### config.mk
export PLATFORM = sky130hd
export DESIGN_NAME = sbr_status_top
export DESIGN_NICKNAME = d
export VERILOG_FILES = /design/src/sbr_pkg.sv /design/src/sbr_nvm_if.sv /design/src/sbr_nvm.sv /design/src/sbr_status_top.sv
export SDC_FILE = /design/constraint.sdc
export NUM_CORES = 1
export LEC_CHECK = 0
export BUFFER_PORTS_ARGS = -buffer_cell sky130_fd_sc_hd__buf_2
export CAP_MARGIN = 20
export CELL_PAD_IN_SITES_DETAIL_PLACEMENT = 1
export CELL_PAD_IN_SITES_GLOBAL_PLACEMENT = 1
export CORE_MARGIN = 10
export CORE_UTILIZATION = 52
export DETAILED_ROUTE_END_ITERATION = 6
export GPL_TIMING_DRIVEN = 1
export PLACE_DENSITY = 0.84
export SKIP_CTS_REPAIR_TIMING = 1
export SYNTH_ARGS = -nofsm -noshare
export SYNTH_HDL_FRONTEND = slang
export SYNTH_HIERARCHICAL = 1
export SYNTH_SLANG_ARGS = --single-unit
### constraint.sdc
create_clock -name CLK -period 2.9 [get_ports CLK]
set_input_delay 0.435 -clock CLK [delete_from_list [all_inputs] [get_ports CLK]]
set_output_delay 0.435 -clock CLK [all_outputs]
set_load 0.05 [all_outputs]
### src/sbr_pkg.sv
// Package of the status byte and service request block: bit positions, reset values,
// command codes, self-test constants and the self-test state type.
// Assumes a command decoder outside hands over one common command per cycle.
package sbr_pkg;

    localparam int SBR_LVL_W = 16;

    // Status byte bit positions.
    localparam int STB_OPER = 7;
    localparam int STB_MSS = 6;
    localparam int STB_ESB = 5;
    localparam int STB_MAV = 4;
    localparam int STB_QUES = 3;
    localparam int STB_ERRQ = 2;
    localparam int STB_LIST = 1;
    localparam int STB_UNUSED = 0;

    // Event status register bit positions.
    localparam int ESR_PON = 7;
    localparam int ESR_CME = 5;
    localparam int ESR_EXE = 4;
    localparam int ESR_DDE = 3;
    localparam int ESR_QYE = 2;
    localparam int ESR_OPC = 0;

    localparam logic [7:0] ESR_RESET = 8'h80;
    localparam logic [7:0] ESE_RESET = 8'h00;
    localparam logic [7:0] SRE_RESET = 8'h00;
    localparam logic [7:0] SRE_WRITABLE = 8'hbf;
    localparam logic [7:0] RESP_RESET = 8'h00;

    // Error classes reported by the parser: 1xx, 2xx, 3xx, 4xx.
    localparam logic [1:0] ERR_CLASS_CMD = 2'h0;
    localparam logic [1:0] ERR_CLASS_EXE = 2'h1;
    localparam logic [1:0] ERR_CLASS_DEV = 2'h2;
    localparam logic [1:0] ERR_CLASS_QRY = 2'h3;

    // Output level reset values.
    localparam logic [SBR_LVL_W-1:0] VOLT_ZERO = 16'h0000;
    localparam logic [SBR_LVL_W-1:0] CURR_MIN_DEFAULT = 16'h0001;

    // Self-test checksum and answers.
    localparam logic [7:0] CRC_POLY = 8'h07;
    localparam logic [7:0] CRC_INIT = 8'h00;
    localparam logic [7:0] TST_PASS = 8'h00;
    localparam logic [7:0] TST_FAIL = 8'h01;

    // Common command codes; any other code is an unrecognised command.
    typedef logic [4:0] sbr_cmd_t;
    localparam sbr_cmd_t CMD_CLS = 5'h00;
    localparam sbr_cmd_t CMD_ESE = 5'h01;
    localparam sbr_cmd_t CMD_ESE_Q = 5'h02;
    localparam sbr_cmd_t CMD_ESR_Q = 5'h03;
    localparam sbr_cmd_t CMD_OPC = 5'h04;
    localparam sbr_cmd_t CMD_RST = 5'h05;
    localparam sbr_cmd_t CMD_SRE = 5'h06;
    localparam sbr_cmd_t CMD_SRE_Q = 5'h07;
    localparam sbr_cmd_t CMD_STB_Q = 5'h08;
    localparam sbr_cmd_t CMD_TRG = 5'h09;
    localparam sbr_cmd_t CMD_TST_Q = 5'h0a;
    localparam sbr_cmd_t CMD_WAI = 5'h0b;
    localparam sbr_cmd_t CMD_INIT_IMM = 5'h0c;
    localparam sbr_cmd_t CMD_INIT_CONT = 5'h0d;
    localparam sbr_cmd_t CMD_ABORT = 5'h0e;
    localparam sbr_cmd_t CMD_TRIG_SRC = 5'h0f;
    localparam sbr_cmd_t CMD_OUTP = 5'h10;

    typedef enum logic [3:0]
    {
        TS_IDLE = 4'b0001,
        TS_READ = 4'b0010,
        TS_DRAIN = 4'b0100,
        TS_DONE = 4'b1000
    } sbr_tst_e;

endpackage

### src/sbr_nvm_if.sv
// Interface between the status block and its nonvolatile store model.
// Assumes a single clock shared by both modules.
`timescale 1ns/1ps
interface sbr_nvm_if #(parameter int AW = 6);
    logic [AW-1:0] rd_addr;
    logic [7:0] rd_data;
    logic wr_en;
    logic [AW-1:0] wr_addr;
    logic [7:0] wr_data;
    modport ctrl (output rd_addr, output wr_en, output wr_addr, output wr_data, input rd_data);
    modport mem (input rd_addr, input wr_en, input wr_addr, input wr_data, output rd_data);
endinterface

### src/sbr_nvm.sv
// Byte-wide store checked by the self-test, with registered read data.
// Assumes the controller holds rd_addr and takes rd_data one cycle later.
`timescale 1ns/1ps
module sbr_nvm #(
    parameter int DEPTH = 64,
    parameter int AW = 6
)
(
    // Clock.
    input wire logic CLK,
    // Store access.
    sbr_nvm_if.mem nvm
);
    logic [7:0] mem_reg [DEPTH];
    logic [7:0] rd_reg;

    always_ff @(posedge CLK)
    begin
        if (nvm.wr_en)
        begin
            mem_reg[nvm.wr_addr] <= nvm.wr_data;
        end
    end

    always_ff @(posedge CLK)
    begin
        rd_reg <= mem_reg[nvm.rd_addr];
    end

    assign nvm.rd_data = rd_reg;
endmodule

### src/sbr_status_top.sv
// Status byte, service request, event status, bus trigger and self-test logic.
// Assumes a parser outside decodes common commands and hands them over one per cycle.
`timescale 1ns/1ps
module sbr_status_top
    import sbr_pkg::*;
#(
    parameter int NVM_DEPTH = 64,
    parameter int NVM_AW = 6,
    parameter logic [15:0] CURR_MIN = CURR_MIN_DEFAULT
)
(
    // Clock and reset.
    input wire logic CLK,
    input wire logic RSTN,
    // Command hand-over.
    input wire logic CMD_VALID,
    input wire sbr_pkg::sbr_cmd_t CMD_CODE,
    input wire logic [7:0] CMD_ARG,
    output logic CMD_READY,
    input wire logic LISTEN_ADDRESSED,
    input wire logic GROUP_TRIGGER,
    // Query answers.
    output logic RESP_VALID,
    output logic [7:0] RESP_DATA,
    // Serial poll.
    input wire logic SERIAL_POLL,
    output logic POLL_VALID,
    output logic [7:0] POLL_DATA,
    output logic SERVICE_REQUEST,
    // Status sources.
    input wire logic OPER_SUMMARY,
    input wire logic QUES_SUMMARY,
    input wire logic MSG_AVAILABLE,
    input wire logic ERROR_QUEUE_NONEMPTY,
    input wire logic LIST_RUNNING,
    input wire logic OPS_BUSY,
    input wire logic ERR_VALID,
    input wire logic [1:0] ERR_CLASS,
    // Trigger levels and output programming.
    input wire logic [15:0] TRIG_VOLT,
    input wire logic [15:0] TRIG_CURR,
    output logic [15:0] OUT_VOLT,
    output logic [15:0] OUT_CURR,
    output logic OUT_ON,
    output logic WAIT_FOR_TRIGGER,
    // Store fill path.
    input wire logic NV_WR_EN,
    input wire logic [NVM_AW-1:0] NV_WR_ADDR,
    input wire logic [7:0] NV_WR_DATA
);
    import sbr_pkg::*;

    localparam logic [NVM_AW-1:0] NVM_LAST = NVM_AW'(NVM_DEPTH - 1);
    localparam int TST_MAX = NVM_DEPTH + 4;

    function automatic logic [7:0] crc8_step(input logic [7:0] crc, input logic [7:0] data);
        logic [7:0] c;
        c = crc ^ data;
        for (int i = 0; i < 8; i++)
        begin
            c = c[7] ? ((c << 1) ^ CRC_POLY) : (c << 1);
        end
        return c;
    endfunction

    ////////////////////////////////////////////////////////////////////////////////
    logic [7:0] sre_reg, ese_reg, esr_reg, esr_next, esr_set;
    logic rqs_reg, mss_prev_reg, opc_pend_reg;
    logic armed_reg, cont_reg, src_bus_reg;
    logic ready_reg;
    logic taken, known, mss, esb, trg_req, trg_fire;
    logic [7:0] stb;
    sbr_tst_e tst_reg, tst_next;
    logic [NVM_AW-1:0] addr_reg, vidx_reg;
    logic vld_reg, fail_reg;
    logic [7:0] crc_reg;
    sbr_nvm_if #(.AW(NVM_AW)) nvm_bus ();

    sbr_nvm #(.DEPTH(NVM_DEPTH), .AW(NVM_AW)) u_nvm
    (
        .CLK(CLK),
        .nvm(nvm_bus.mem)
    );

    assign nvm_bus.rd_addr = addr_reg;
    assign nvm_bus.wr_en = NV_WR_EN;
    assign nvm_bus.wr_addr = NV_WR_ADDR;
    assign nvm_bus.wr_data = NV_WR_DATA;

    ////////////////////////////////////////////////////////////////////////////////
    // Command decode and status byte assembly.
    always_comb
    begin
        taken = CMD_VALID && ready_reg;
        unique case (CMD_CODE)
            CMD_CLS, CMD_ESE, CMD_ESE_Q, CMD_ESR_Q, CMD_OPC, CMD_RST, CMD_SRE,
            CMD_SRE_Q, CMD_STB_Q, CMD_TRG, CMD_TST_Q, CMD_WAI, CMD_INIT_IMM,
            CMD_INIT_CONT, CMD_ABORT, CMD_TRIG_SRC, CMD_OUTP: known = 1'b1;
            default: known = 1'b0;
        endcase
        esb = |(esr_reg & ese_reg);
        stb = 8'h00;
        stb[STB_OPER] = OPER_SUMMARY;
        stb[STB_ESB] = esb;
        stb[STB_MAV] = MSG_AVAILABLE;
        stb[STB_QUES] = QUES_SUMMARY;
        stb[STB_ERRQ] = ERROR_QUEUE_NONEMPTY;
        stb[STB_LIST] = LIST_RUNNING;
        stb[STB_UNUSED] = 1'b0;
        mss = |(stb & sre_reg);
        stb[STB_MSS] = mss;
        // Group execute trigger and the trigger command both need listener addressing.
        trg_req = LISTEN_ADDRESSED && ((taken && CMD_CODE == CMD_TRG) || GROUP_TRIGGER);
        trg_fire = trg_req && armed_reg && src_bus_reg;
    end

    ////////////////////////////////////////////////////////////////////////////////
    // Enable masks.
    always_ff @(posedge CLK)
    begin
        if (!RSTN)
        begin
            sre_reg <= SRE_RESET;
            ese_reg <= ESE_RESET;
        end
        else if (taken && CMD_CODE == CMD_SRE)
        begin
            sre_reg <= CMD_ARG & SRE_WRITABLE;
        end
        else if (taken && CMD_CODE == CMD_ESE)
        begin
            ese_reg <= CMD_ARG;
        end
    end

    ////////////////////////////////////////////////////////////////////////////////
    // Event status register; new events win over a clearing read.
    always_comb
    begin
        esr_set = 8'h00;
        if (ERR_VALID)
        begin
            unique case (ERR_CLASS)
                ERR_CLASS_CMD: esr_set[ESR_CME] = 1'b1;
                ERR_CLASS_EXE: esr_set[ESR_EXE] = 1'b1;
                ERR_CLASS_DEV: esr_set[ESR_DDE] = 1'b1;
                ERR_CLASS_QRY: esr_set[ESR_QYE] = 1'b1;
            endcase
        end
        if (taken && !known)
        begin
            esr_set[ESR_CME] = 1'b1;
        end
        if (taken && CMD_CODE == CMD_INIT_IMM && cont_reg)
        begin
            esr_set[ESR_EXE] = 1'b1;
        end
        if (opc_pend_reg && !OPS_BUSY)
        begin
            esr_set[ESR_OPC] = 1'b1;
        end
        esr_next = esr_reg;
        if (taken && (CMD_CODE == CMD_ESR_Q || CMD_CODE == CMD_CLS))
        begin
            esr_next = 8'h00;
        end
        esr_next = esr_next | esr_set;
    end

    always_ff @(posedge CLK)
    begin
        if (!RSTN)
        begin
            esr_reg <= ESR_RESET;
        end
        else
        begin
            esr_reg <= esr_next;
        end
    end

    always_ff @(posedge CLK)
    begin
        if (!RSTN)
        begin
            opc_pend_reg <= 1'b0;
        end
        else if (taken && CMD_CODE == CMD_OPC)
        begin
            opc_pend_reg <= 1'b1;
        end
        else if (!OPS_BUSY || (taken && CMD_CODE == CMD_CLS))
        begin
            opc_pend_reg <= 1'b0;
        end
    end

    ////////////////////////////////////////////////////////////////////////////////
    // Request for service and serial poll; a fresh reason wins over the poll clear.
    always_ff @(posedge CLK)
    begin
        if (!RSTN)
        begin
            rqs_reg <= 1'b0;
            mss_prev_reg <= 1'b0;
            POLL_VALID <= 1'b0;
            POLL_DATA <= RESP_RESET;
        end
        else
        begin
            mss_prev_reg <= mss;
            rqs_reg <= (rqs_reg && !SERIAL_POLL) || (mss && !mss_prev_reg);
            POLL_VALID <= SERIAL_POLL;
            if (SERIAL_POLL)
            begin
                POLL_DATA <= {stb[7], rqs_reg, stb[5:0]};
            end
        end
    end

    assign SERVICE_REQUEST = rqs_reg;

    ////////////////////////////////////////////////////////////////////////////////
    // Trigger arming and output programming.
    always_ff @(posedge CLK)
    begin
        if (!RSTN)
        begin
            armed_reg <= 1'b0;
            cont_reg <= 1'b0;
            src_bus_reg <= 1'b0;
        end
        else if (taken && CMD_CODE == CMD_RST)
        begin
            armed_reg <= 1'b0;
            cont_reg <= 1'b0;
        end
        else if (trg_fire)
        begin
            armed_reg <= cont_reg;
        end
        else if (taken)
        begin
            unique case (CMD_CODE)
                CMD_INIT_IMM: armed_reg <= 1'b1;
                CMD_INIT_CONT:
                begin
                    cont_reg <= CMD_ARG[0];
                    armed_reg <= CMD_ARG[0] || armed_reg;
                end
                CMD_ABORT: armed_reg <= cont_reg;
                CMD_TRIG_SRC: src_bus_reg <= CMD_ARG[0];
                default: armed_reg <= armed_reg;
            endcase
        end
    end

    assign WAIT_FOR_TRIGGER = armed_reg;

    always_ff @(posedge CLK)
    begin
        if (!RSTN)
        begin
            OUT_VOLT <= VOLT_ZERO;
            OUT_CURR <= CURR_MIN;
            OUT_ON <= 1'b0;
        end
        else if (taken && CMD_CODE == CMD_RST)
        begin
            OUT_VOLT <= VOLT_ZERO;
            OUT_CURR <= CURR_MIN;
            OUT_ON <= 1'b0;
        end
        else if (trg_fire)
        begin
            OUT_VOLT <= TRIG_VOLT;
            OUT_CURR <= TRIG_CURR;
        end
        else if (taken && CMD_CODE == CMD_OUTP)
        begin
            OUT_ON <= CMD_ARG[0];
        end
    end

    ////////////////////////////////////////////////////////////////////////////////
    // Self-test: checksum of all words but the last, compared with the last word.
    always_comb
    begin
        tst_next = tst_reg;
        unique case (tst_reg)
            TS_IDLE: if (taken && CMD_CODE == CMD_TST_Q) tst_next = TS_READ;
            TS_READ: if (addr_reg == NVM_LAST) tst_next = TS_DRAIN;
            TS_DRAIN: tst_next = TS_DONE;
            TS_DONE: tst_next = TS_IDLE;
            default: tst_next = TS_IDLE;
        endcase
    end

    always_ff @(posedge CLK)
    begin
        if (!RSTN)
        begin
            tst_reg <= TS_IDLE;
            ready_reg <= 1'b0;
            addr_reg <= '0;
            vld_reg <= 1'b0;
            vidx_reg <= '0;
        end
        else
        begin
            tst_reg <= tst_next;
            ready_reg <= (tst_next == TS_IDLE);
            vld_reg <= (tst_reg == TS_READ);
            vidx_reg <= addr_reg;
            addr_reg <= (tst_reg == TS_READ) ? addr_reg + 1'b1 : '0;
        end
    end

    always_ff @(posedge CLK)
    begin
        if (!RSTN || tst_reg == TS_IDLE)
        begin
            crc_reg <= CRC_INIT;
            fail_reg <= 1'b0;
        end
        else if (vld_reg && vidx_reg != NVM_LAST)
        begin
            crc_reg <= crc8_step(crc_reg, nvm_bus.rd_data);
        end
        else if (vld_reg)
        begin
            fail_reg <= (nvm_bus.rd_data != crc_reg);
        end
    end

    assign CMD_READY = ready_reg;

    ////////////////////////////////////////////////////////////////////////////////
    // Query answers; the wait command needs nothing since execution is in order.
    always_ff @(posedge CLK)
    begin
        if (!RSTN)
        begin
            RESP_VALID <= 1'b0;
            RESP_DATA <= RESP_RESET;
        end
        else
        begin
            RESP_VALID <= 1'b0;
            if (tst_reg == TS_DONE)
            begin
                RESP_VALID <= 1'b1;
                RESP_DATA <= fail_reg ? TST_FAIL : TST_PASS;
            end
            else if (taken)
            begin
                unique case (CMD_CODE)
                    CMD_ESE_Q: {RESP_VALID, RESP_DATA} <= {1'b1, ese_reg};
                    CMD_SRE_Q: {RESP_VALID, RESP_DATA} <= {1'b1, sre_reg};
                    CMD_ESR_Q: {RESP_VALID, RESP_DATA} <= {1'b1, esr_reg};
                    CMD_STB_Q: {RESP_VALID, RESP_DATA} <= {1'b1, stb};
                    default: RESP_VALID <= 1'b0;
                endcase
            end
        end
    end

    // Status byte rebuilt from the sources without bit 6, and the reset command strobe.
    logic [7:0] stb_chk;
    logic mss_chk, rst_cmd_chk;
    assign stb_chk = {OPER_SUMMARY, 1'b0, esb, MSG_AVAILABLE, QUES_SUMMARY,
        ERROR_QUEUE_NONEMPTY, LIST_RUNNING, 1'b0};
    assign mss_chk = |(stb_chk & sre_reg);
    assign rst_cmd_chk = taken && CMD_CODE == CMD_RST;
endmodule

; ---- Word-level counts from Yosys, hierarchy flattened
; Memory sizes are Yosys's and may differ from the RTL's. A register that Yosys moved wholly into a read port is not among the register bits.
; Index checks and enable logic that the tools add are counted.
[totals]
reg_bits = 106
output_inout_bits = 54
mem_bits_ro = 32
n_memories = 2
ramBits = 512
[op_classes]
eq_ne = 26
mux = 34
bitwise_logic = 17
reduce_logical = 50
addsub = 1
[mem_list]
columns = name, words, width, read_ports, rd_clocked_by_memory_dff, wr, line
row1 = u_nvm.mem_reg, 64, 8, 1, 1, 1, sbr_nvm.sv:14  ; logic [7:0] mem_reg [DEPTH];
row2 = (name not given), 32, 1, 1, 0, 0, sbr_status_top.sv:95  ; unique case (CMD_CODE)
[op_table]
columns = operator, n
row1 = "5-bit by 4-bit == test with 1-bit output, second input constant", 7
row2 = 8-bit one-hot mux with 4 select lines, 1
row3 = 3-bit 2-to-1 mux, 8
row4 = 8-bit 2-to-1 mux, 3
row5 = 3-bit NOT, 8
row6 = "5-bit by 3-bit == test with 1-bit output, second input constant", 4
row7 = 1-bit logical AND, 20
row8 = 1-bit 2-to-1 mux, 17
row9 = 8-bit bitwise AND, 2
row10 = 8-bit OR reduction, 2
row11 = 4-bit 2-to-1 mux, 3
row12 = 4-bit one-hot mux with 3 select lines, 1
row13 = 2-bit AND reduction, 6
row14 = "5-bit by 2-bit == test with 1-bit output, second input constant", 2
row15 = "4-bit by 1-bit == test with 1-bit output, second input constant", 2
row16 = 8-bit != test, 1
row17 = 8-bit by 6-bit OR with 8-bit output, 1
row18 = 8-bit XOR, 1
row19 = "6-bit by 1-bit adder with 6-bit output, second input constant", 1
row20 = "6-bit == test, second input constant", 1
row21 = 1-bit logical OR, 6
row22 = "6-bit != test, second input constant", 1
row23 = 2-bit nonzero test, 3
row24 = "5-bit by 1-bit == test with 1-bit output, second input constant", 1
row25 = 17 further kinds, 26

; ---- Depth between registers and ports, before layout
; Gate-level depths: netlist (run 1).
[depth]
depth_word = 17
mapped_depth = 9

; ---- By module
; Netlist (run 1), hierarchy kept.
[modules_own_cells]
columns = module, seq_area_each_um2, area_each_um2, cells_per_inst, instances
row1 = sbr_nvm, 15534.9, 20166.8, 940, 1
row2 = sbr_status_top, 2082.0, 4445.5, 508, 1

; ---- Least setup slack after synthesis (run 1)
; Ideal clock, no wire load.
[synth_path]
path_kind = reg-to-reg
startpoint = reg addr_reg[0]
endpoint = reg u_nvm.rd_reg[3], in the netlist u_nvm/nvm.rd_data[3] (read register of u_nvm.mem_reg)
synth_period_minus_slack_ps = 2068
setup_slack_ps = 832
setup_ps = 129
stages_incl_launch_ff = 7
arrival_ps = 1939
path_buffers = 2
cell_sequence = dfxtp_1 -> buf_6 -> buf_4 -> mux4_2 -> mux4_2 -> o21ai_1 -> o41ai_1
[synth_lines]
columns = element, line
row1 = from (decl), sbr_status_top.sv:74  ; logic [NVM_AW-1:0] addr_reg, vidx_reg;
row2 = from (signal assigned), sbr_status_top.sv:315  ; addr_reg <= (tst_reg == TS_READ) ? addr_reg + 1'b1 : '0;
row3 = to (decl), sbr_nvm.sv:15  ; logic [7:0] rd_reg;

==> results of run 1 <==
==> cell usage in the layout (no fill, tap or decap), types with 7 or more instances in the layout <==
master | synthesis | layout
nand2b_1 | 13 | 13
buf_4 | 18 | 109
a211oi_1 | 10 | 10
mux2i_1 | 50 | 50
nor3_1 | 12 | 12
nand4_1 | 7 | 7
mux4_2 | 126 | 126
o221ai_1 | 8 | 8
nand2_1 | 114 | 114
buf_2 | 18 | 127
clkbuf_16 | 0 | 70
edfxtp_1 | 512 | 512
clkbuf_1 | 25 | 16
mux2_2 | 16 | 16
o22ai_1 | 9 | 9
clkinv_2 | 0 | 10
nand3_1 | 21 | 21
nor2_1 | 137 | 136
nor2b_1 | 27 | 27
buf_12 | 2 | 7
o21ai_0 | 11 | 11
inv_1 | 9 | 9
xnor2_1 | 17 | 17
and2_1 | 9 | 9
a22oi_1 | 7 | 7
clkinv_1 | 1 | 9
dfxtp_1 | 112 | 108
a21oi_1 | 55 | 55
nand3b_1 | 7 | 7
==> cells by family (layout without fill, tap and decap cells) <==
| kind of cell | count (synthesis) | after routing | share of synthesized area |
|---|---|---|---|
| compound gates | 149 | 149 | 0.0407 |
| xor+xnor | 25 | 25 | 0.0101 |
| fa+ha+maj | 4 | 4 | 0.00203 |
| buf+inv | 84 | 370 | 0.0196 |
| flops | 624 | 624 | 0.716 |
| mux | 192 | 192 | 0.143 |
| other cells | 1 | 3 | 0.000152 |
| simple gates | 369 | 369 | 0.0687 |
==> worst min-delay path, cell delays in order <==
cell,delay (ns)
buf_2,0.09
nand2_1,0.05
a21oi_1,0.05
==> metrics by stage <==
step | power, uW | hold slack [ns] | area, sq um | util
finish | 18700 | 0.0857 | 28700 | 0.615
global route | 19100 | 0.0637 | 28700 | 0.615
CTS | 18800 | 0.0513 | 28700 | 0.615
detailed placement | 10400 | 0.447 | 26500 | 0.569
global placement | 10400 | 0.438 | 26500 | 0.569
floorplan | 10100 | 0.436 | 24600 | -
==> routing by layer <==
| metal | up-vias | GRT usage | wire length, um |
|---|---|---|---|
| met3 | 162 | 0.0511 | 5670 |
| met5 | - | 0 | 0 |
| met2 | 793 | 0.392 | 33000 |
| li1 | 6143 | - | - |
| met4 | 0 | 0.0856 | 2260 |
| met1 | 7525 | 0.307 | 26300 |
==> report_power, final <==
group | switching, uW | internal, uW | total [uW]
Combinational | 336 | 119 | 455
Clock | 3410 | 5020 | 8430
Sequential | 25.6 | 9740 | 9770
Total | 3770 | 14900 | 18700
==> final cells by class <==
type,instances,area (sq um),area share
sequential,624,17600,0.614
multi-input combinational,740,6520,0.227
inverter,10,37.5,0.00131
tap,607,759,0.0265
clock buffer,89,1850,0.0646
timing repair buffer,243,1590,0.0555
clock inverter,28,300,0.0105
antenna,2,5.00,0.000174
==> worst min path at each step <==
stage            startpoint      endpoint  slack [ns]  cells after the start
6_report       TRIG_VOLT[9]   OUT_VOLT[9]        0.09                      3
3_3_place_gp   OUT_CURR[13]  OUT_CURR[13]        0.44                      2
2_1_floorplan    esr_reg[7]    esr_reg[7]        0.44                      2
4_1_cts        TRIG_VOLT[9]   OUT_VOLT[9]        0.05                      3
5_1_grt        TRIG_VOLT[9]   OUT_VOLT[9]        0.06                      3
3_5_place_dp   OUT_CURR[13]  OUT_CURR[13]        0.45                      2
==> qor.csv, run 1 <==
stage,metric,value,unit
setup_path,critPathRequiredTime,3.35,ns
timing,fin_crit,2.66,ns
floorplan,die_h,238,um
global_route,grt_usage,0.238,
setup_path,timing.rr.start,addr_reg[0],
global_route,grt_pass1_wl,101,mm
floorplan,die_w,238,um
cells_and_area,final_nets,1764,
synthesis,synth_most_common_cell,edfxtp_1,
setup_path,crit_path_end,u_nvm/nvm.rd_data[5],
global_route,grt_pass1_vias,15600,
global_route,grt_antenna_before_repair,2,
setup_path,critPathLaunch,addr_reg[0],
status,status,"finished, final reports clean",
cells_and_area,area.growth.synth_to_final,16.6,%
pwr,power.density,650,nW/um^2
clock_network,cts_buffers,66,
setup_path,max_stage_delay,0.64,ns
timing,setup_violations,0,
setup_path,rr_worst_depth,5,
setup_path,cp_slowest_cell,dfxtp_4,
setup_path,ff2ff_setup_slack,0.24,ns
global_route,grt_overflow_total,0,
drt,wirelength,67.2,mm
synthesis,syn_area_per_cell,17.0,sq um
setup_path,cp_top_family,multiplexers,
clock_network,root_buffer,clkbuf_16,
timing,hold_viol,0,
drt,drtIter0Drc,1758,
timing,worst_pin_slew,0.792,ns
floorplan,std_cell_rows,79,
clock_network,htreeDepth,3,
timing,fmax,0.376,GHz
synthesis,synthTopCellsByArea,"edfxtp_1 62%, mux4_2 12%, dfxtp_1 9.1%",
clock_network,clkSinkCount,624,
global_route,grt_max_degree,65,
run,maxCapViolCount,0,
synthesis,synth-edff-count,512,
timing,layout_setup_ws,0.241,ns
setup_path,worstPathArrival,3.11,ns
synthesis,synth_cells,1448,
synthesis,synth_top_area_share,0.625,
setup_path,path_depth,5,
timing,fin_setup_tns,0,ns
timing,fin_skew,0.0255,ns
synthesis,ys_types,70,
setup_path,path_cells,buf_12 > mux4_2 > mux4_2 > o21ai_1 > o41ai_1,
setup_path,r2r-end,u_nvm/nvm.rd_data[5],
cells_and_area,fin_cells,2343,
synthesis,synth_top_flop_cell,edfxtp_1,
placement,hpwl,44.2,mm
pwr,peakVddDrop,584,uV
pwr,leakagePower,0.00951,uW
floorplan,initial_core_util,0.528,
floorplan,num_io_pins,129,
floorplan,core,46700,sq um
cells_and_area,fillers,4198,
clock_network,clock_path_buffers,3,
drt,antenna_left,0,
placement,io_buffers,127,
cells_and_area,largest_reg_flops,512,
drt,drc,0,
drt,wl_per_cell,28.7,um
synthesis,ys_seq_area_frac,0.716,
placement,placed_cells,2223,
setup_path,path_max_fanout,32,
drt,vias_per_cell,6.24,
clock_network,clkTransAtPathRegs,0.06,ns
floorplan,dieArea,56400,sq um
synthesis,yosysWarningCount,6,
setup_path,path_buf_inv,1,
drt,drt_first_pass_iters,5,
synthesis,synth_nets,1527,
synthesis,async_flop_share,0,
synthesis,syn_area,24600,sq um
synthesis,synth_top_area_cell,edfxtp_1,
setup_path,end_kind,register,
setup_path,worstSetupPathType,reg -> reg,
drt,via_count,14600,
clock_network,tritoncts,built,
placement,globalplace.congestion,0.857,
synthesis,synth_seq_cells,624,
clock_network,clock_latency,0.59,ns
timing,fin_crit_sh,0.917,
synthesis,netlist_top_cells_count,"512 x edfxtp_1, 137 x nor2_1, 126 x mux4_2, 114 x nand2_1, 112 x dfxtp_1",
timing,slew_violations,0,
timing,slew_headroom,0.471,
placement,pre_cts_ws,0.290,ns
setup_path,path_common_cell,mux4_2,
cells_and_area,final_layout_size_suffix_gt1_frac,0.285,
min_path,hold_path.class,in -> reg,
setup_path,critPathLaunchType,register,
timing,rsz0062_at_grt,no,
No activity file was read; power rests on OpenSTA's default activity.
==> inputs of run 2 (changes only) <==
--- a/config.mk
+++ b/config.mk
@@ -14,6 +14,7 @@
 export DETAILED_ROUTE_END_ITERATION = 6
 export GPL_TIMING_DRIVEN = 1
 export PLACE_DENSITY = 0.84
+export RECOVER_POWER = 50
 export SKIP_CTS_REPAIR_TIMING = 1
 export SYNTH_ARGS = -nofsm -noshare
 export SYNTH_HDL_FRONTEND = slang
==> constraint.sdc (replaced) <==
create_clock -name CLK -period 2.9 [get_ports CLK]
set_input_delay 0.29 -clock CLK [delete_from_list [all_inputs] [get_ports CLK]]
set_output_delay 0.29 -clock CLK [all_outputs]
set_load 0.05 [all_outputs]
==> qor.csv, run 2 (same netlist as run 1, synthesis figures left out) <==
stage,metric,value,unit,change
timing,slew_headroom,-0.557,,-1.03
timing,fin_crit,2.74,ns,+0.0766 ns
global_route,grt_pass1_wl,99.1,mm,-1.6%
drt,drtIter0Drc,1582,,-10%
setup_path,end_kind,register,,
timing,fin_crit_sh,0.943,,+0.0264
timing,layout_setup_ws,0.165,ns,-0.0766 ns
drt,vias_per_cell,6.22,,-0.36%
cells_and_area,final_nets,1799,,+2.0%
global_route,grt_usage,0.234,,-0.00374
pwr,p_comb_frac,0.027,,+0.003
pwr,power_frac_seq,0.537,,+0.013
drt,drc,0,,unchanged
cells_and_area,fin_cells,2380,,+1.6%
floorplan,die_w,238,um,unchanged
timing,rsz0062_at_grt,no,,
run,maxCapViolCount,3,,+3
clock_network,htreeDepth,2,,-1
placement,hpwl,43.7,mm,-1.0%
setup_path,path_cells,buf_12 > mux4_2 > nor2b_1 > a2111oi_1 > buf_4 > o41ai_1,,
timing,slew_violations,115,,+115
cells_and_area,utilization,0.619,,+0.00346
clock_network,tritoncts,built,,
cells_and_area,final_cell_mix,"512 x edfxtp_1, 136 x nor2_1, 126 x mux4_2, 115 x buf_2, 114 x nand2_1",,
placement,io_buffers,127,,unchanged
timing,fin_setup_tns,0,ns,unchanged
global_route,grt_max_degree,65,,unchanged
pwr,power.density,631,nW/um^2,-2.9%
setup_path,critPathRequiredTime,3.38,ns,+0.03 ns
floorplan,num_io_pins,129,,unchanged
global_route,grt_pass1_vias,15400,,-1.5%
cells_and_area,largest_reg_flops,512,,unchanged
placement,placed_cells,2217,,-0.27%
status,violations,"max-capacitance violations, max-slew violations",,
timing,worst_pin_slew,2.34,ns,+1.54 ns
cells_and_area,area.growth.synth_to_final,17.3,%,
clock_network,clkSinkCount,624,,unchanged
drt,drt_first_pass_iters,5,,unchanged
timing,fin_skew,0.0311,ns,+0.00556 ns
setup_path,path_max_fanout,22,,-31%
placement,pre_cts_ws,0.273,ns,-0.0162 ns
drt,wl_per_cell,28.9,um,+0.81%
setup_path,cp_slowest_cell,dfxtp_4,,
global_route,grt_antenna_before_repair,3,,+1
floorplan,core,46700,sq um,unchanged
pwr,p_switching,3770,uW,-0.15%
min_path,hold_path.class,in -> reg,,
setup_path,critPathLaunchType,register,,
status,status,finished with violations,,
drt,via_count,14800,,+1.2%
clock_network,clkTransAtPathRegs,0.07,ns,about the same
pwr,clockPowerShare,0.436,,-0.016
drt,antenna_left,0,,unchanged
floorplan,std_cell_rows,79,,unchanged
cells_and_area,final_layout_size_suffix_gt1_frac,0.262,,-0.0225
pwr,switching_share,0.207,,+0.00460
clock_network,root_buffer,clkbuf_16,,
clock_network,clock_latency,0.64,ns,+0.05 ns
clock_network,clock_path_buffers,3,,unchanged
floorplan,die_h,238,um,unchanged
drt,wirelength,68.9,mm,+2.4%
placement,globalplace.congestion,0.839,,-2.1%
clock_network,cts_buffers,60,,-9.1%
floorplan,dieArea,56400,sq um,unchanged
timing,setup_violations,0,,unchanged
setup_path,worstSetupPathType,reg -> reg,,
pwr,peakVddDrop,503,uV,-14%
timing,fmax,0.366,GHz,-2.8%
floorplan,initial_core_util,0.528,,unchanged
pwr,p_int,14400,uW,-2.9%
setup_path,max_stage_delay,0.72,ns,+0.08 ns
cells_and_area,final_common_cell,edfxtp_1,,
timing,hold_viol,0,,unchanged
setup_path,worstPathArrival,3.21,ns,+0.10 ns
global_route,grt_overflow_total,0,,unchanged
pwr,leakagePower,0.00949,uW,-0.12%
==> run 2: cell count changes in the layout (fill, tap and decap cells not counted), moves of 3 or more <==
cell           change
buf_12             -3
buf_2             -12
buf_4             -22
clkbuf_1          +14
clkbuf_16          -9
clkbuf_2           +6
clkbuf_8           -3
clkinv_1           +7
clkinv_2           +5
clkinvlp_2         +6
dlygate4sd3_1     +46
==> run 2: cell type report <==
type,instances,area (sq um)
Antenna cell,1,2.50
Clock buffer,65,1540
Clock inverter,49,472
Fill cell,4155,17800
Inverter,10,37.5
Multi-Input combinational cell,740,6530
Sequential cell,624,17600
Tap cell,607,759
Timing Repair Buffer,284,1900
==> run 2: power by group through the flow <==
| stage | Sequential (uW) | Combinational [uW] | Clock (uW) |
|---|---|---|---|
| after CTS | 9770 | 443 | 8060 |
| after global placement | 9950 | 413 | 0 |
| after detailed placement | 9960 | 440 | 0 |
| after floorplan | 9980 | 145 | 0 |
| after global routing | 9770 | 526 | 8400 |
| final | 9770 | 494 | 7940 |
==> run 2: critical path: cells and delay by family (launching register included) <==
family | cells | cell delay [ns]
AOI/OAI and AO/OA | 2 | 0.67
muxes | 1 | 0.52
and+or+nand+nor | 1 | 0.15
DFF | 1 | 0.72
buffers and inverters | 2 | 0.50
==> run 2: metrics by stage <==
step | area [sq um] | hold WS [ns] | total power (uW)
floorplan | 24600 | 0.389 | 10100
global placement | 26500 | 0.438 | 10400
detailed placement | 26500 | 0.445 | 10400
CTS | 28500 | -0.126 | 18300
global route | 28900 | 0.0366 | 18700
finish | 28900 | 0.0431 | 18200
==> run 2: per-layer routing <==
layer,track usage,part of all wire,vias up
met2,0.391,0.50,785
met4,0.0789,0.033,0
met1,0.298,0.39,7644
li1,-,-,6215
met5,0,0,-
met3,0.0517,0.079,157
==> run 2: worst paths after layout <==
kind | to | slack (ns) | cells past startpoint | from
max | u_nvm/nvm.rd_data[3] | 0.16 | 6 | addr_reg[0]
min | esr_reg[2] | 0.04 | 3 | ERR_CLASS[1]
max reg2reg | u_nvm/nvm.rd_data[3] | 0.16 | 6 | addr_reg[0]
min reg2reg | OUT_CURR[5] | 0.46 | 2 | OUT_CURR[5]
==> inputs of run 3 (changes only) <==
--- a/config.mk
+++ b/config.mk
@@ -5,16 +5,18 @@
 export SDC_FILE = /design/constraint.sdc
 export NUM_CORES = 1
 export LEC_CHECK = 0
+export ABC_AREA = 1
 export BUFFER_PORTS_ARGS = -buffer_cell sky130_fd_sc_hd__buf_2
 export CAP_MARGIN = 20
 export CELL_PAD_IN_SITES_DETAIL_PLACEMENT = 1
 export CELL_PAD_IN_SITES_GLOBAL_PLACEMENT = 1
 export CORE_MARGIN = 10
-export CORE_UTILIZATION = 52
+export CORE_UTILIZATION = 49
 export DETAILED_ROUTE_END_ITERATION = 6
 export GPL_TIMING_DRIVEN = 1
-export PLACE_DENSITY = 0.84
+export PLACE_DENSITY = 0.85
 export RECOVER_POWER = 50
+export SETUP_SLACK_MARGIN = 0.4
 export SKIP_CTS_REPAIR_TIMING = 1
 export SYNTH_ARGS = -nofsm -noshare
 export SYNTH_HDL_FRONTEND = slang
==> qor.csv, run 3 <==
stage,metric,value,unit,change
setup_path,critPathLaunchType,register,,
status,status,finished with violations,,
synthesis,ys_seq_area_frac,0.681,,-0.0351
timing,rsz0062_at_grt,no,,
pwr,peakVddDrop,643,uV,+28%
placement,io_buffers,127,,unchanged
synthesis,async_flop_share,0,,unchanged
timing,slew_violations,483,,+320%
synthesis,synth_top_area_cell,edfxtp_1,,
drt,via_count,19600,,+33%
setup_path,critPathLaunch,addr_reg[0],,
timing,fin_skew,0.0255,ns,-0.00560 ns
drt,wl_per_cell,23.8,um,-18%
timing,fin_crit,2.37,ns,-0.369 ns
pwr,power.density,623,nW/um^2,-1.2%
pwr,power_frac_seq,0.531,,-0.006
timing,slew_headroom,-0.157,,+0.400
setup_path,max_stage_delay,0.53,ns,-0.19 ns
clock_network,clock_path_buffers,3,,unchanged
drt,vias_per_cell,5.85,,-5.9%
drt,antenna_left,0,,unchanged
clock_network,cts_buffers,66,,+10%
setup_path,worstPathArrival,2.92,ns,-0.29 ns
status,violations,"max-capacitance violations, max-slew violations",,
floorplan,die_w,250,um,+5.2%
cells_and_area,area.growth.synth_to_final,14.2,%,
global_route,grt_max_degree,190,,+190%
synthesis,syn_area,25900,sq um,+5.1%
setup_path,path_max_fanout,189,,+760%
drt,drtIter0Drc,2147,,+36%
timing,fmax,0.423,GHz,+16%
synthesis,synth_top_flop_cell,edfxtp_1,,
floorplan,initial_core_util,0.493,,-0.0341
placement,globalplace.congestion,0.853,,+1.6%
cells_and_area,num_antenna_cells,0,,-1
global_route,grt_usage,0.245,,+0.0115
synthesis,synth_top_area_share,0.594,,-0.0306
synthesis,synth-edff-count,512,,unchanged
synthesis,yosysWarningCount,6,,unchanged
global_route,grt_pass1_wl,120,mm,+21%
cells_and_area,fillers,5614,,+35%
timing,setup_violations,0,,unchanged
timing,fin_crit_sh,0.816,,-0.127
min_path,hold_start,TRIG_CURR[8],,
synthesis,synth_most_common_cell,nand2_1,,
drt,drc,0,,unchanged
pwr,leakagePower,0.0111,uW,+17%
global_route,grt_pass1_vias,20600,,+34%
setup_path,critPathRequiredTime,3.45,ns,+0.07 ns
synthesis,netlist_top_cells_count,"768 x nand2_1, 512 x edfxtp_1, 470 x nand3_1, 178 x nor2_1, 112 x dfxtp_1",,
clock_network,htreeDepth,3,,+1
setup_path,worstSetupPathType,reg -> reg,,
floorplan,die_h,250,um,+5.2%
drt,wirelength,79.8,mm,+16%
cells_and_area,final_layout_size_suffix_gt1_frac,0.117,,-0.145
clock_network,root_buffer,clkbuf_16,,
cells_and_area,final_cell_mix,"768 x nand2_1, 512 x edfxtp_1, 470 x nand3_1, 178 x nor2_1, 116 x buf_2",,
cells_and_area,multi_input_area,7020,sq um,+7.6%
pwr,p_switching,3780,uW,+0.39%
pwr,p_int,14600,uW,+1.3%
setup_path,timing.rr.start,addr_reg[0],,
floorplan,core,52400,sq um,+12%
cells_and_area,final_common_cell,nand2_1,,
cells_and_area,utilization,0.563,,-0.0553
pwr,p_comb_frac,0.027,,about the same
global_route,grt_antenna_before_repair,0,,-3
global_route,grt_overflow_total,0,,unchanged
floorplan,std_cell_rows,84,,+6.3%
setup_path,cp_slowest_cell,buf_12,,
clock_network,clkSinkCount,624,,unchanged
floorplan,num_io_pins,129,,unchanged
synthesis,syn_area_per_cell,10.6,sq um,-38%
synthesis,ys_types,39,,-44%
clock_network,clock_latency,0.61,ns,-0.03 ns
run,maxCapViolCount,8,,+5
cells_and_area,final_nets,2696,,+50%
pwr,design_power_total,18400,uW,+1.1%
floorplan,dieArea,62400,sq um,+11%
setup_path,end_kind,register,,
timing,hold_viol,0,,unchanged
cells_and_area,largest_reg_flops,512,,unchanged
clock_network,tritoncts,built,,
setup_path,path_cells,buf_12 > nand2_1 > nand3_1 > nand3_1 > nand2_1 > nand2_1 > nand3_1 > nand3_1 > nand2_1,,
clock_network,clkTransAtPathRegs,0.06,ns,about the same
drt,drt_first_pass_iters,7,,+2
timing,worst_pin_slew,1.74,ns,-0.600 ns
min_path,hold_path.class,in -> reg,,
cells_and_area,register_area,17600,sq um,about the same
synthesis,synth_seq_cells,624,,unchanged
pwr,clockPowerShare,0.441,,+0.005
synthesis,synthTopCellsByArea,"edfxtp_1 59%, nand2_1 11%, nand3_1 9.1%",,
synthesis,synth_cells,2437,,+68%
timing,fin_setup_tns,0,ns,unchanged
pwr,switching_share,0.205,,-0.00145
synthesis,synth_nets,2516,,+65%
placement,hpwl,48.0,mm,+9.8%
run 3: cell types whose count changed in the layout (fill, tap and decap cells not counted), sizes merged, moves of 26 or more:
cell and delta:
nand2 +662, nand3 +450, mux4 -126, inv +75, o21ai +56, mux2i -50, nor2 +48, buf -27
nor2b -27, a21oi -26
run 3: metrics by stage:
| stage | std cells | instance area [sq um] | setup slack [ns] | hold slack, ns |
|---|---|---|---|---|
| after floorplan | 2437 | 25900 | 0.844 | 0.389 |
| after global placement | 3197 | 27100 | 0.727 | 0.404 |
| after detailed placement | 3197 | 27100 | 0.523 | 0.420 |
| after CTS | 3315 | 29200 | 0.671 | -0.100 |
| after global routing | 3355 | 29500 | 0.488 | 0.0144 |
| final | 3355 | 29500 | 0.534 | 0.0176 |
run 3: cell type report:
class                      instances  area share
sequential                       624       0.597
multi-input combinational       1598       0.238
clock buffer                      94      0.0658
timing repair buffer             243      0.0551
tap                              688      0.0291
inverter                          84      0.0109
clock inverter                    24     0.00479
run 3: routing by layer:
layer	share of wire	wire (um)	global-route usage	vias up
met3	0.076	6100	0.0510	191
li1	-	-	-	8719
met2	0.50	39700	0.416	921
met5	0	0	0	-
met1	0.39	31000	0.302	9808
met4	0.037	2940	0.0961	0
run 3: kinds of logic (layout without fill, tap and decap cells):
kind of cell               Yosys count  after routing  synth area share
xor gates and xnor gates            14             14           0.00474
and+or+nand+nor                   1465           1465             0.240
buffers and inverters              215            445            0.0479
adders and majority gates            4              4           0.00193
DFF                                624            624             0.681
other                                1              1          0.000145
AOI/OAI and AO/OA                  114            114            0.0241
run 3: final timing paths:
path,to,slack (ns),cells past startpoint
worst min register to register,SERVICE_REQUEST,0.43,1
worst max register to register,u_nvm/nvm.rd_data[7],0.53,9
worst max-delay path,u_nvm/nvm.rd_data[7],0.53,9
worst min-delay path,OUT_CURR[8],0.02,3
run 3: worst max-delay path: cells and delay by family, from the launching register on:
| family | cells | cell delay, ns |
|---|---|---|
| DFF | 1 | 0.39 |
| and+or+nand+nor | 8 | 1.15 |
| buffers and inverters | 1 | 0.53 |
run 3: power groups by stage:
stage / combinational (uW) / sequential, uW / clock (uW)
finish: 504 / 9780 / 8130
global route: 540 / 9780 / 8650
CTS: 460 / 9770 / 8240
detailed placement: 456 / 9960 / 0
global placement: 434 / 9950 / 0
floorplan: 140 / 9980 / 0
